`src/shared/oft_defines.svh`:
```
// Offsets, field positions, reset values and timing counts for the clock block
`ifndef OFT_DEFINES_SVH
`define OFT_DEFINES_SVH

// Register byte offsets
`define OFT_OFF_FREQ_SEL      12'h000
`define OFT_OFF_THROTTLE      12'h004
`define OFT_OFF_STATUS        12'h008

// Frequency select fields
`define OFT_FRQ_LSB           0
`define OFT_FRQ_W             3
`define OFT_FRQ_RST_1MHZ_CFG  3'h6
`define OFT_FRQ_RST_32MHZ_CFG 3'h0
`define OFT_FRQ_RST_AFTER_1   3'h2
`define OFT_FRQ_RST_AFTER_32  3'h6
`define OFT_FRQ_RST_OTHER     3'h2
`define OFT_FRQ_RESERVED      3'h7

// Throttle control fields
`define OFT_THR_RATIO_LSB     0
`define OFT_THR_RATIO_W       3
`define OFT_THR_EN_BIT        4
`define OFT_THR_WAKE_BIT      5

// Phases per instruction cycle
`define OFT_PHASES            4

`endif

```
`src/shared/oft_pkg.sv`:
```
// Types for the oscillator select and CPU throttle block
package oft_pkg;

   typedef enum logic [1:0] {
      OFT_RUN      = 2'b00,
      OFT_THROTTLE = 2'b01,
      OFT_IDLE     = 2'b10,
      OFT_SLEEP    = 2'b11
   } oft_mode_e;

   typedef logic [2:0] oft_code_t;

   // Nominal MHz for a frequency code, zero for the reserved code
   function automatic logic [5:0] oft_freq_mhz(input oft_code_t code);
      unique case (code)
         3'h6:    oft_freq_mhz = 6'h20;
         3'h5:    oft_freq_mhz = 6'h10;
         3'h4:    oft_freq_mhz = 6'h0C;
         3'h3:    oft_freq_mhz = 6'h08;
         3'h2:    oft_freq_mhz = 6'h04;
         3'h1:    oft_freq_mhz = 6'h02;
         3'h0:    oft_freq_mhz = 6'h01;
         default: oft_freq_mhz = 6'h00;
      endcase
   endfunction

endpackage

```
`src/core/oft_phase_gen.sv`:
```
// Phase generator and instruction-cycle throttle counter
`timescale 1ns/100ps
`include "oft_defines.svh"
module oft_phase_gen
   import oft_pkg::*;
#(
   parameter int RATIO_W = 3
) (
   // Clock and reset
   input  wire logic               sys_clk,
   input  wire logic               rst_n,
   // Control
   input  wire logic               throttle_en,
   input  wire logic [RATIO_W-1:0] ratio_code,
   input  wire logic               wake_evt,
   // Outputs
   output logic [1:0]              phase,
   output logic                    cycle_end,
   output logic                    exec_slot
);

   logic [1:0] phase_r;
   logic [1:0] phase_nxt;
   logic [7:0] skip_r;
   logic [7:0] skip_nxt;
   logic [7:0] skip_last;

   // Ratio 1:2^(code+1): 001 gives 1:4, 100 gives 1:32
   assign skip_last = 8'((9'h002 << ratio_code) - 9'h001);
   assign cycle_end = (phase_r == 2'(`OFT_PHASES - 1));
   assign phase     = phase_r;
   // Slot zero executes; throttle off executes every cycle
   assign exec_slot = !throttle_en || (skip_r == 8'h00);

   always_comb begin
      phase_nxt = 2'(phase_r + 2'h1);
      skip_nxt  = skip_r;
      if (!throttle_en || wake_evt) begin
         skip_nxt = 8'h00;
      end else if (cycle_end) begin
         skip_nxt = (skip_r >= skip_last) ? 8'h00
                                          : 8'(skip_r + 8'h01);
      end
   end

   always_ff @(posedge sys_clk) begin
      if (!rst_n) begin
         phase_r <= 2'h0;
         skip_r  <= 8'h00;
      end else begin
         phase_r <= phase_nxt;
         skip_r  <= skip_nxt;
      end
   end

endmodule

```
`src/core/oft_clock_ctrl.sv`:
```
// Oscillator frequency select and CPU throttle control with APB registers
//
// Decided for this implementation: the address map and the APB register port.
`timescale 1ns/100ps
`include "oft_defines.svh"
//////////////////////////////////////////////////////////////////////////////
// Overview of operation
// - Decode 3-bit frequency code; 111 reserved
// - Reset config 110 loads frequency code 010
// - Reset config 000 loads frequency code 110
// - Three power-down modes: throttle, idle, sleep
// - In throttle, oscillators keep running; only CPU slowed
// - Throttle on: execute one cycle of N
// - Ratio code 100 gives one run, 31 idle
// - Ratio code 001 gives 1:4
// - Peripherals keep full clock while CPU skips
// - Flash still fetches; phase clocks never stop
// - Wake-on-interrupt bit shares throttle register
module oft_clock_ctrl
   import oft_pkg::*;
(
   // Clock and reset
   input  wire logic        sys_clk,
   input  wire logic        rst_n,
   // Reset-time configuration
   input  wire logic [2:0]  reset_osc_config,
   // APB slave
   input  wire logic        psel,
   input  wire logic        penable,
   input  wire logic        pwrite,
   input  wire logic [11:0] paddr,
   input  wire logic [31:0] pwdata,
   output logic [31:0]      prdata,
   output logic             pready,
   output logic             pslverr,
   // Power-mode requests and interrupt from the core
   input  wire logic        idle_req,
   input  wire logic        sleep_req,
   input  wire logic        irq_pending,
   // Clock consumers
   output logic             osc_run,
   output logic [2:0]       hf_freq_code,
   output logic [5:0]       hf_freq_mhz,
   output logic             cpu_clk_en,
   output logic             flash_fetch_en,
   output logic             periph_clk_en,
   output logic [1:0]       periph_phase,
   output logic [1:0]       power_mode
);

   //////////////////////////////////////////////////////////////////////////
   // Registers
   logic [2:0]  freq_r;
   logic [2:0]  freq_nxt;
   logic [2:0]  ratio_r;
   logic [2:0]  ratio_nxt;
   logic        thr_en_r;
   logic        thr_en_nxt;
   logic        wake_r;
   logic        wake_nxt;
   logic [31:0] rdata_r;
   logic [31:0] rdata_nxt;
   logic        err_r;
   logic        err_nxt;
   logic        rst_d_r;
   oft_mode_e   mode_r;
   oft_mode_e   mode_nxt;

   logic        wr_en;
   logic        rd_en;
   logic        wake_evt;
   logic [1:0]  phase;
   logic        cycle_end;
   logic        exec_slot;

   function automatic logic addr_hit(input logic [11:0] a);
      addr_hit = (a == `OFT_OFF_FREQ_SEL) || (a == `OFT_OFF_THROTTLE)
              || (a == `OFT_OFF_STATUS);
   endfunction

   // Default code for the reset oscillator configuration
   function automatic logic [2:0] rst_freq(input logic [2:0] cfg);
      if (cfg == `OFT_FRQ_RST_1MHZ_CFG)
         rst_freq = `OFT_FRQ_RST_AFTER_1;
      else if (cfg == `OFT_FRQ_RST_32MHZ_CFG)
         rst_freq = `OFT_FRQ_RST_AFTER_32;
      else
         rst_freq = `OFT_FRQ_RST_OTHER;
   endfunction

   // Read data and error load in the setup cycle, so that with no wait
   // state they stand from flip-flops at the access edge; status is thus
   // one cycle old when it is taken
   assign wr_en  = psel && penable && pwrite;
   assign rd_en  = psel && !penable && !pwrite;
   assign pready = 1'b1;
   assign prdata = rdata_r;
   assign pslverr = err_r;
   assign wake_evt = wake_r && irq_pending && (mode_r == OFT_THROTTLE);

   //////////////////////////////////////////////////////////////////////////
   // Register file; reset default applied the cycle after release,
   // since a strap must not load under reset itself
   always_comb begin
      freq_nxt   = freq_r;
      ratio_nxt  = ratio_r;
      thr_en_nxt = thr_en_r;
      wake_nxt   = wake_r;
      err_nxt    = 1'b0;
      rdata_nxt  = rdata_r;
      if (rst_d_r) begin
         freq_nxt = rst_freq(reset_osc_config);
      end else if (wr_en && paddr == `OFT_OFF_FREQ_SEL) begin
         freq_nxt = pwdata[`OFT_FRQ_LSB +: `OFT_FRQ_W];
      end
      if (wr_en && paddr == `OFT_OFF_THROTTLE) begin
         ratio_nxt  = pwdata[`OFT_THR_RATIO_LSB +: `OFT_THR_RATIO_W];
         thr_en_nxt = pwdata[`OFT_THR_EN_BIT];
         wake_nxt   = pwdata[`OFT_THR_WAKE_BIT];
      end
      // Wake on interrupt drops out of throttling
      if (wake_evt && !(wr_en && paddr == `OFT_OFF_THROTTLE)) begin
         thr_en_nxt = 1'b0;
      end
      if (psel && !penable) begin
         err_nxt = !addr_hit(paddr);
      end
      if (rd_en) begin
         unique case (paddr)
            `OFT_OFF_FREQ_SEL: rdata_nxt = {29'h0, freq_r};
            `OFT_OFF_THROTTLE: rdata_nxt = {26'h0, wake_r, thr_en_r,
                                            1'b0, ratio_r};
            `OFT_OFF_STATUS:   rdata_nxt = {24'h0, exec_slot, 1'b0,
                                            phase, 2'h0, mode_r};
            default:           rdata_nxt = 32'h0000_0000;
         endcase
      end
   end

   always_ff @(posedge sys_clk) begin
      if (!rst_n) begin
         freq_r   <= 3'h0;
         ratio_r  <= 3'h0;
         thr_en_r <= 1'b0;
         wake_r   <= 1'b0;
         rdata_r  <= 32'h0000_0000;
         err_r    <= 1'b0;
         rst_d_r  <= 1'b1;
      end else begin
         freq_r   <= freq_nxt;
         ratio_r  <= ratio_nxt;
         thr_en_r <= thr_en_nxt;
         wake_r   <= wake_nxt;
         rdata_r  <= rdata_nxt;
         err_r    <= err_nxt;
         rst_d_r  <= 1'b0;
      end
   end

   //////////////////////////////////////////////////////////////////////////
   // Power mode: sleep over idle over throttle
   always_comb begin
      if (sleep_req)
         mode_nxt = OFT_SLEEP;
      else if (idle_req)
         mode_nxt = OFT_IDLE;
      else if (thr_en_nxt)
         mode_nxt = OFT_THROTTLE;
      else
         mode_nxt = OFT_RUN;
   end

   always_ff @(posedge sys_clk) begin
      if (!rst_n)
         mode_r <= OFT_RUN;
      else
         mode_r <= mode_nxt;
   end

   oft_phase_gen #(
      .RATIO_W (3)
   ) u_phase (
      .sys_clk     (sys_clk),
      .rst_n       (rst_n),
      .throttle_en (thr_en_r),
      .ratio_code  (ratio_r),
      .wake_evt    (wake_evt),
      .phase       (phase),
      .cycle_end   (cycle_end),
      .exec_slot   (exec_slot)
   );

   //////////////////////////////////////////////////////////////////////////
   // Clock consumers
   assign osc_run        = (mode_r != OFT_SLEEP);
   assign hf_freq_code   = freq_r;
   assign hf_freq_mhz    = oft_freq_mhz(freq_r);
   assign cpu_clk_en     = (mode_r == OFT_RUN)
                        || (mode_r == OFT_THROTTLE && exec_slot);
   // Fetch keeps running in throttle so the next slot is primed
   assign flash_fetch_en = (mode_r == OFT_RUN)
                        || (mode_r == OFT_THROTTLE);
   assign periph_clk_en  = (mode_r != OFT_SLEEP);
   assign periph_phase   = phase;
   assign power_mode     = mode_r;

   //////////////////////////////////////////////////////////////////////////
   // Checks
   // Frequency select and straps
   a_freq_strap_load: assert property (
      @(posedge sys_clk) disable iff (!rst_n)
      rst_d_r && reset_osc_config == 3'h6 |=> freq_r == 3'h2)
      else $error("1 MHz strap did not load code 010");
   a_freq_strap_hi: assert property (
      @(posedge sys_clk) disable iff (!rst_n)
      rst_d_r && reset_osc_config == 3'h0 |=> freq_r == 3'h6)
      else $error("32 MHz strap did not load code 110");
   a_freq_write: assert property (
      @(posedge sys_clk) disable iff (!rst_n)
      !rst_d_r && wr_en && paddr == `OFT_OFF_FREQ_SEL
      |=> freq_r == $past(pwdata[2:0]))
      else $error("frequency code write lost");
   a_freq_32mhz: assert property (
      @(posedge sys_clk) disable iff (!rst_n)
      freq_r == 3'h6 |-> hf_freq_mhz == 6'h20)
      else $error("code 110 not decoded as 32 MHz");
   a_freq_12mhz: assert property (
      @(posedge sys_clk) disable iff (!rst_n)
      freq_r == 3'h4 |-> hf_freq_mhz == 6'h0C)
      else $error("code 100 not decoded as 12 MHz");
   a_freq_reserved: assert property (
      @(posedge sys_clk) disable iff (!rst_n)
      freq_r == 3'h7 |-> hf_freq_mhz == 6'h00)
      else $error("reserved code decoded as a frequency");
   a_read_freq: assert property (
      @(posedge sys_clk) disable iff (!rst_n)
      rd_en && paddr == `OFT_OFF_FREQ_SEL
      |=> prdata == {29'h0, $past(freq_r)})
      else $error("frequency code read back wrong");

   // Throttle ratio and execute slots; a cleared enable or a new ratio
   // ends what a window promises
   a_phase_runs: assert property (
      @(posedge sys_clk) disable iff (!rst_n)
      cycle_end |=> phase == 2'h0 ##1 phase == 2'h1)
      else $error("phase clock stalled");
   a_ratio_quarter: assert property (
      @(posedge sys_clk) disable iff (!rst_n)
      mode_r == OFT_THROTTLE && ratio_r == 3'h1 && cycle_end && exec_slot
      && !wake_evt |=> (!exec_slot || !thr_en_r) [*4])
      else $error("1:4 ratio skipped too few cycles");
   a_quarter_period: assert property (
      @(posedge sys_clk) disable iff (!rst_n)
      mode_r == OFT_THROTTLE && ratio_r == 3'h1 && cycle_end && exec_slot
      |=> ##12 (exec_slot || ratio_r != 3'h1 || !thr_en_r))
      else $error("1:4 ratio did not execute again");
   a_ratio_thirty: assert property (
      @(posedge sys_clk) disable iff (!rst_n)
      mode_r == OFT_THROTTLE && ratio_r == 3'h4 && cycle_end && exec_slot
      |=> (!exec_slot || !thr_en_r) [*8])
      else $error("1:32 ratio skipped too few cycles");
   a_thirty_period: assert property (
      @(posedge sys_clk) disable iff (!rst_n)
      mode_r == OFT_THROTTLE && ratio_r == 3'h4 && cycle_end && exec_slot
      |=> ##124 (exec_slot || ratio_r != 3'h4 || !thr_en_r))
      else $error("1:32 ratio did not execute after 31 idle");
   a_skip_gated: assert property (
      @(posedge sys_clk) disable iff (!rst_n)
      mode_r == OFT_THROTTLE && !exec_slot |-> !cpu_clk_en)
      else $error("cpu ran in a skipped cycle");
   a_run_every_cycle: assert property (
      @(posedge sys_clk) disable iff (!rst_n)
      mode_r == OFT_RUN |-> cpu_clk_en && flash_fetch_en)
      else $error("cpu gated with throttle off");
   a_throttle_write: assert property (
      @(posedge sys_clk) disable iff (!rst_n)
      wr_en && paddr == `OFT_OFF_THROTTLE |=> wake_r == $past(pwdata[5])
      && thr_en_r == $past(pwdata[4]) && ratio_r == $past(pwdata[2:0]))
      else $error("throttle register write lost");
   a_throttle_read: assert property (
      @(posedge sys_clk) disable iff (!rst_n)
      rd_en && paddr == `OFT_OFF_THROTTLE
      |=> prdata[5:4] == {$past(wake_r), $past(thr_en_r)})
      else $error("throttle bits read back wrong");
   a_wake_exit: assert property (
      @(posedge sys_clk) disable iff (!rst_n)
      wake_evt && !wr_en |=> !thr_en_r)
      else $error("wake on interrupt ignored");
   a_wake_mode: assert property (
      @(posedge sys_clk) disable iff (!rst_n)
      wake_evt && !wr_en |=> mode_r != OFT_THROTTLE)
      else $error("still throttled after wake");

   // Power modes and clock consumers
   a_periph_throttle: assert property (
      @(posedge sys_clk) disable iff (!rst_n)
      mode_r == OFT_THROTTLE |-> periph_clk_en && osc_run)
      else $error("peripheral clock stopped while throttled");
   a_osc_throttle: assert property (
      @(posedge sys_clk) disable iff (!rst_n)
      mode_r == OFT_THROTTLE |-> osc_run)
      else $error("oscillator stopped while throttled");
   a_fetch_throttle: assert property (
      @(posedge sys_clk) disable iff (!rst_n)
      mode_r == OFT_THROTTLE |-> flash_fetch_en)
      else $error("fetch stopped while throttled");
   a_idle_mode: assert property (
      @(posedge sys_clk) disable iff (!rst_n)
      idle_req && !sleep_req
      |=> power_mode == 2'b10 && !cpu_clk_en && periph_clk_en)
      else $error("idle request not honoured");
   a_sleep_mode: assert property (
      @(posedge sys_clk) disable iff (!rst_n)
      sleep_req |=> power_mode == 2'b11 && !cpu_clk_en)
      else $error("sleep request not honoured");
   a_sleep_osc: assert property (
      @(posedge sys_clk) disable iff (!rst_n)
      mode_r == OFT_SLEEP |-> !osc_run && !flash_fetch_en)
      else $error("oscillator or fetch running in sleep");
   a_status_read: assert property (
      @(posedge sys_clk) disable iff (!rst_n)
      rd_en && paddr == `OFT_OFF_STATUS |=> prdata[1:0] == $past(mode_r))
      else $error("status mode read back wrong");

endmodule

```
`config.mk`:
```
export PLATFORM = sky130hd
export DESIGN_NAME = oft_clock_ctrl
export DESIGN_NICKNAME = d
export VERILOG_FILES = /design/src/shared/oft_pkg.sv /design/src/core/oft_phase_gen.sv /design/src/core/oft_clock_ctrl.sv
export VERILOG_INCLUDE_DIRS = /design/src /design/src/shared
export SDC_FILE = /design/constraint.sdc
export NUM_CORES = 1
export LEC_CHECK = 0
export ABC_AREA = 1
export BUFFER_PORTS_ARGS = -buffer_cell sky130_fd_sc_hd__clkbuf_2
export CORE_AREA = 2 2 69 71
export DETAILED_ROUTE_END_ITERATION = 10
export DIE_AREA = 0 0 71 73
export PLACE_DENSITY = 0.8
export SYNTH_ARGS = -nofsm -noshare
export SYNTH_HDL_FRONTEND = slang
export SYNTH_SLANG_ARGS = --single-unit
```
`constraint.sdc`:
```
create_clock -name sys_clk -period 2.95 [get_ports sys_clk]
set_input_delay 0 -clock sys_clk [delete_from_list [all_inputs] [get_ports sys_clk]]
set_output_delay 0 -clock sys_clk [all_outputs]
set_load 0.02 [all_outputs]
```
==> flow_metrics.tcl <==
set metrics [dict create \
    status "completed" \
    min-delay-start "pwdata[1]" \
    ios 106 \
    vdd_drop_max_mv 0.351 \
    grt-ovfl-total 0 \
    synth_area_um2 1870 \
    synthFlopType "dfxtp_1" \
    hold_violations 0 \
    start_util 0.412 \
    drt-pass1-iter-count 4 \
    postSynthAreaPerCell_um2 6.89 \
    synth_cells 271 \
    grt_max_degree 17 \
    postPlaceCellArea_um2 2050 \
    fp.coreArea_um2 4540 \
    ys_seq_area_frac 0.300 \
    leakagePower_nw 1.06 \
    grt_use_total 0.153 \
    dieArea_um2 5180 \
    nets 395 \
    grt_pass1_vias 1454 \
    fin_worst_skew_ns 0.00562 \
    cts_tree "built" \
    power_density_nw_per_um2 376 \
    grt.met2_usage 0.248 \
    h-tree-depth 1 \
    crit_path_start_kind "register" \
    placedCellCount 369 \
    grt_pass1_wl_mm 6.40 \
    fin_crit_sh 0.837 \
    drive_gt1_frac 0.201 \
    cts_buffers 3 \
    setup_violations 0 \
    dp_hpwl_mm 3.01 \
    crit_fanout 8 \
    finalSetupTns_ns 0 \
    gr-usage-met3 0.0193 \
    rsz0062_at_grt "no" \
    clkLatencyLatePin_ns 0.28 \
    ant_nets 0 \
    fin_crit_ns 2.47 \
    port_buffers 51 \
    post_cts_resize_count 0 \
    diodes 0 \
    wl_per_cell_um 10.3 \
    drt_iter0_markers 113 \
    fmax_ghz 0.405 \
    endpoint_kind "register" \
    synth_seq_cells 28 \
    wl_mm 3.93 \
    ys_types 29 \
    busiest_layer "met2" \
    fp.dieH_um 73 \
    crit_start "ratio_r[0]" \
    use_met1 0.211 \
    maxCapViolations 0 \
    clkTransAtPathRegs_ns 0.10 \
    final_area_um2 2210 \
    area_delta_synth_final_pct 18.3 \
    synthArstFlopShare 0 \
    final_cell_mix "55 x nand2_1, 51 x clkbuf_2, 33 x inv_1" \
    fin_cells 382 \
    die_x_um 71 \
    avgViaCountPerCell 4.66 \
    cp.arrival_ns 2.64 \
    fp-row-count 25 \
    worstHoldPathType "in -> reg" \
    layout_commonest_cell "nand2_1" \
    drc 0 \
    cts_sinks 28 \
    crit_type "reg -> reg" \
    cts-root-buf "clkbuf_8" \
    worstPathRequired_ns 3.12 \
    vias 1782 \
    cts_setup_buffers 0 \
    rr_startpoint "ratio_r[0]" \
    slew_viol_final 0 \
    place.gp.congestion 0.829 \
    synth_edf_count 0 \
    yosysWarnings 0 \
    clk_path_buf_depth 2 \
    grt_antenna_before_repair 0 \
]
## worst paths after layout
kind,cells after the start,to,slack [ns]
worst max-delay path,15,u_phase.skip_r[6],0.48
worst min-delay path,5,hf_freq_code[1],0.01
worst max register to register,15,u_phase.skip_r[6],0.48
worst min register to register,2,prdata[0],0.47
## per-stage QoR
step	hold WS, ns	power, W	setup WS, ns	utilization
final	0.0144	0.000831	0.481	0.487
after global routing	0.0274	0.000863	0.150	0.487
after CTS	0.0218	0.000837	0.498	0.487
after detailed placement	0.204	0.000524	0.549	0.451
after global placement	0.199	0.000522	0.592	0.451
after floorplan	0.0763	0.000510	0.872	-
## area by class of cell
class	count	area (µm²)
Fill cell	452	2330
Multi-Input combinational cell	202	1040
Sequential cell	28	561
Timing Repair Buffer	60	345
Inverter	34	128
Tap cell	54	67.6
Clock buffer	3	41.3
Clock inverter	1	30.0
## what timing repair did
action	in CTS	in global routing
endpoints found under the hold margin	7	0
hold buffers	9	0
endpoints found under the setup margin	0	0
## power by group
| group | switching, W | total (W) | internal, W |
|---|---|---|---|
| sequential | 0.00000919 | 0.000395 | 0.000386 |
| clock | 0.000124 | 0.000306 | 0.000182 |
| combinational | 0.0000884 | 0.000130 | 0.0000413 |
## cells in the mapped netlist (2+ instances only)
library cell / number / area share
a21oi_1: 18 / 0.048
buf_4: 29 / 0.12
clkbuf_1: 2 / 0.0040
conb_1: 2 / 0.0040
dfxtp_1: 28 / 0.30
ha_1: 11 / 0.074
inv_1: 33 / 0.066
nand2_1: 55 / 0.11
nand3_1: 25 / 0.067
nand3_2: 2 / 0.011
nand4_1: 2 / 0.0067
nor2_1: 28 / 0.056
nor2_2: 2 / 0.0067
nor2_4: 3 / 0.018
nor3_1: 2 / 0.0054
nor4_1: 2 / 0.0067
o21ai_0: 10 / 0.027
xor2_1: 6 / 0.028
## worst max-delay path: stages (launching register included)
cell     delay [ns]
dfxtp_1        0.38
nor2_1         0.15
inv_1          0.07
nor2_1         0.15
inv_1          0.06
ha_1           0.19
nor4_1         0.26
a21oi_1        0.08
ha_1           0.31
nand2_1        0.08
nor2_1         0.11
nand2_1        0.07
nand3_1        0.09
nand2_1        0.05
nand2_1        0.22
nor2_1         0.08
## kinds of logic (layout without fill, tap and decap cells)
family,Yosys count,in the layout,synth area share
XOR/XNOR,7,7,0.0328
buffers and inverters,66,98,0.195
flip-flops,28,28,0.300
adder cells (fa/ha/maj),11,11,0.0737
other,2,27,0.00402
AO/OA/AOI/OAI,32,32,0.0905
AND/OR/NAND/NOR,125,125,0.304
## flip-flops by register name, indices dropped and copies added (netlist names)
signal and count:
wake_r 1, power_mode 2, thr_en_r 1, hf_freq_code 3, u_phase.phase 2, pslverr 1
rst_d_r 1, u_phase.skip_r 8, prdata 6, ratio_r 3
## metal layers
metal	share of wire	vias to the layer above
li1	-	926
met1	0.47	791
met2	0.46	61
met3	0.055	4
met4	0.013	0
met5	0	-
Note: power is estimated with default switching activity, not from simulation.
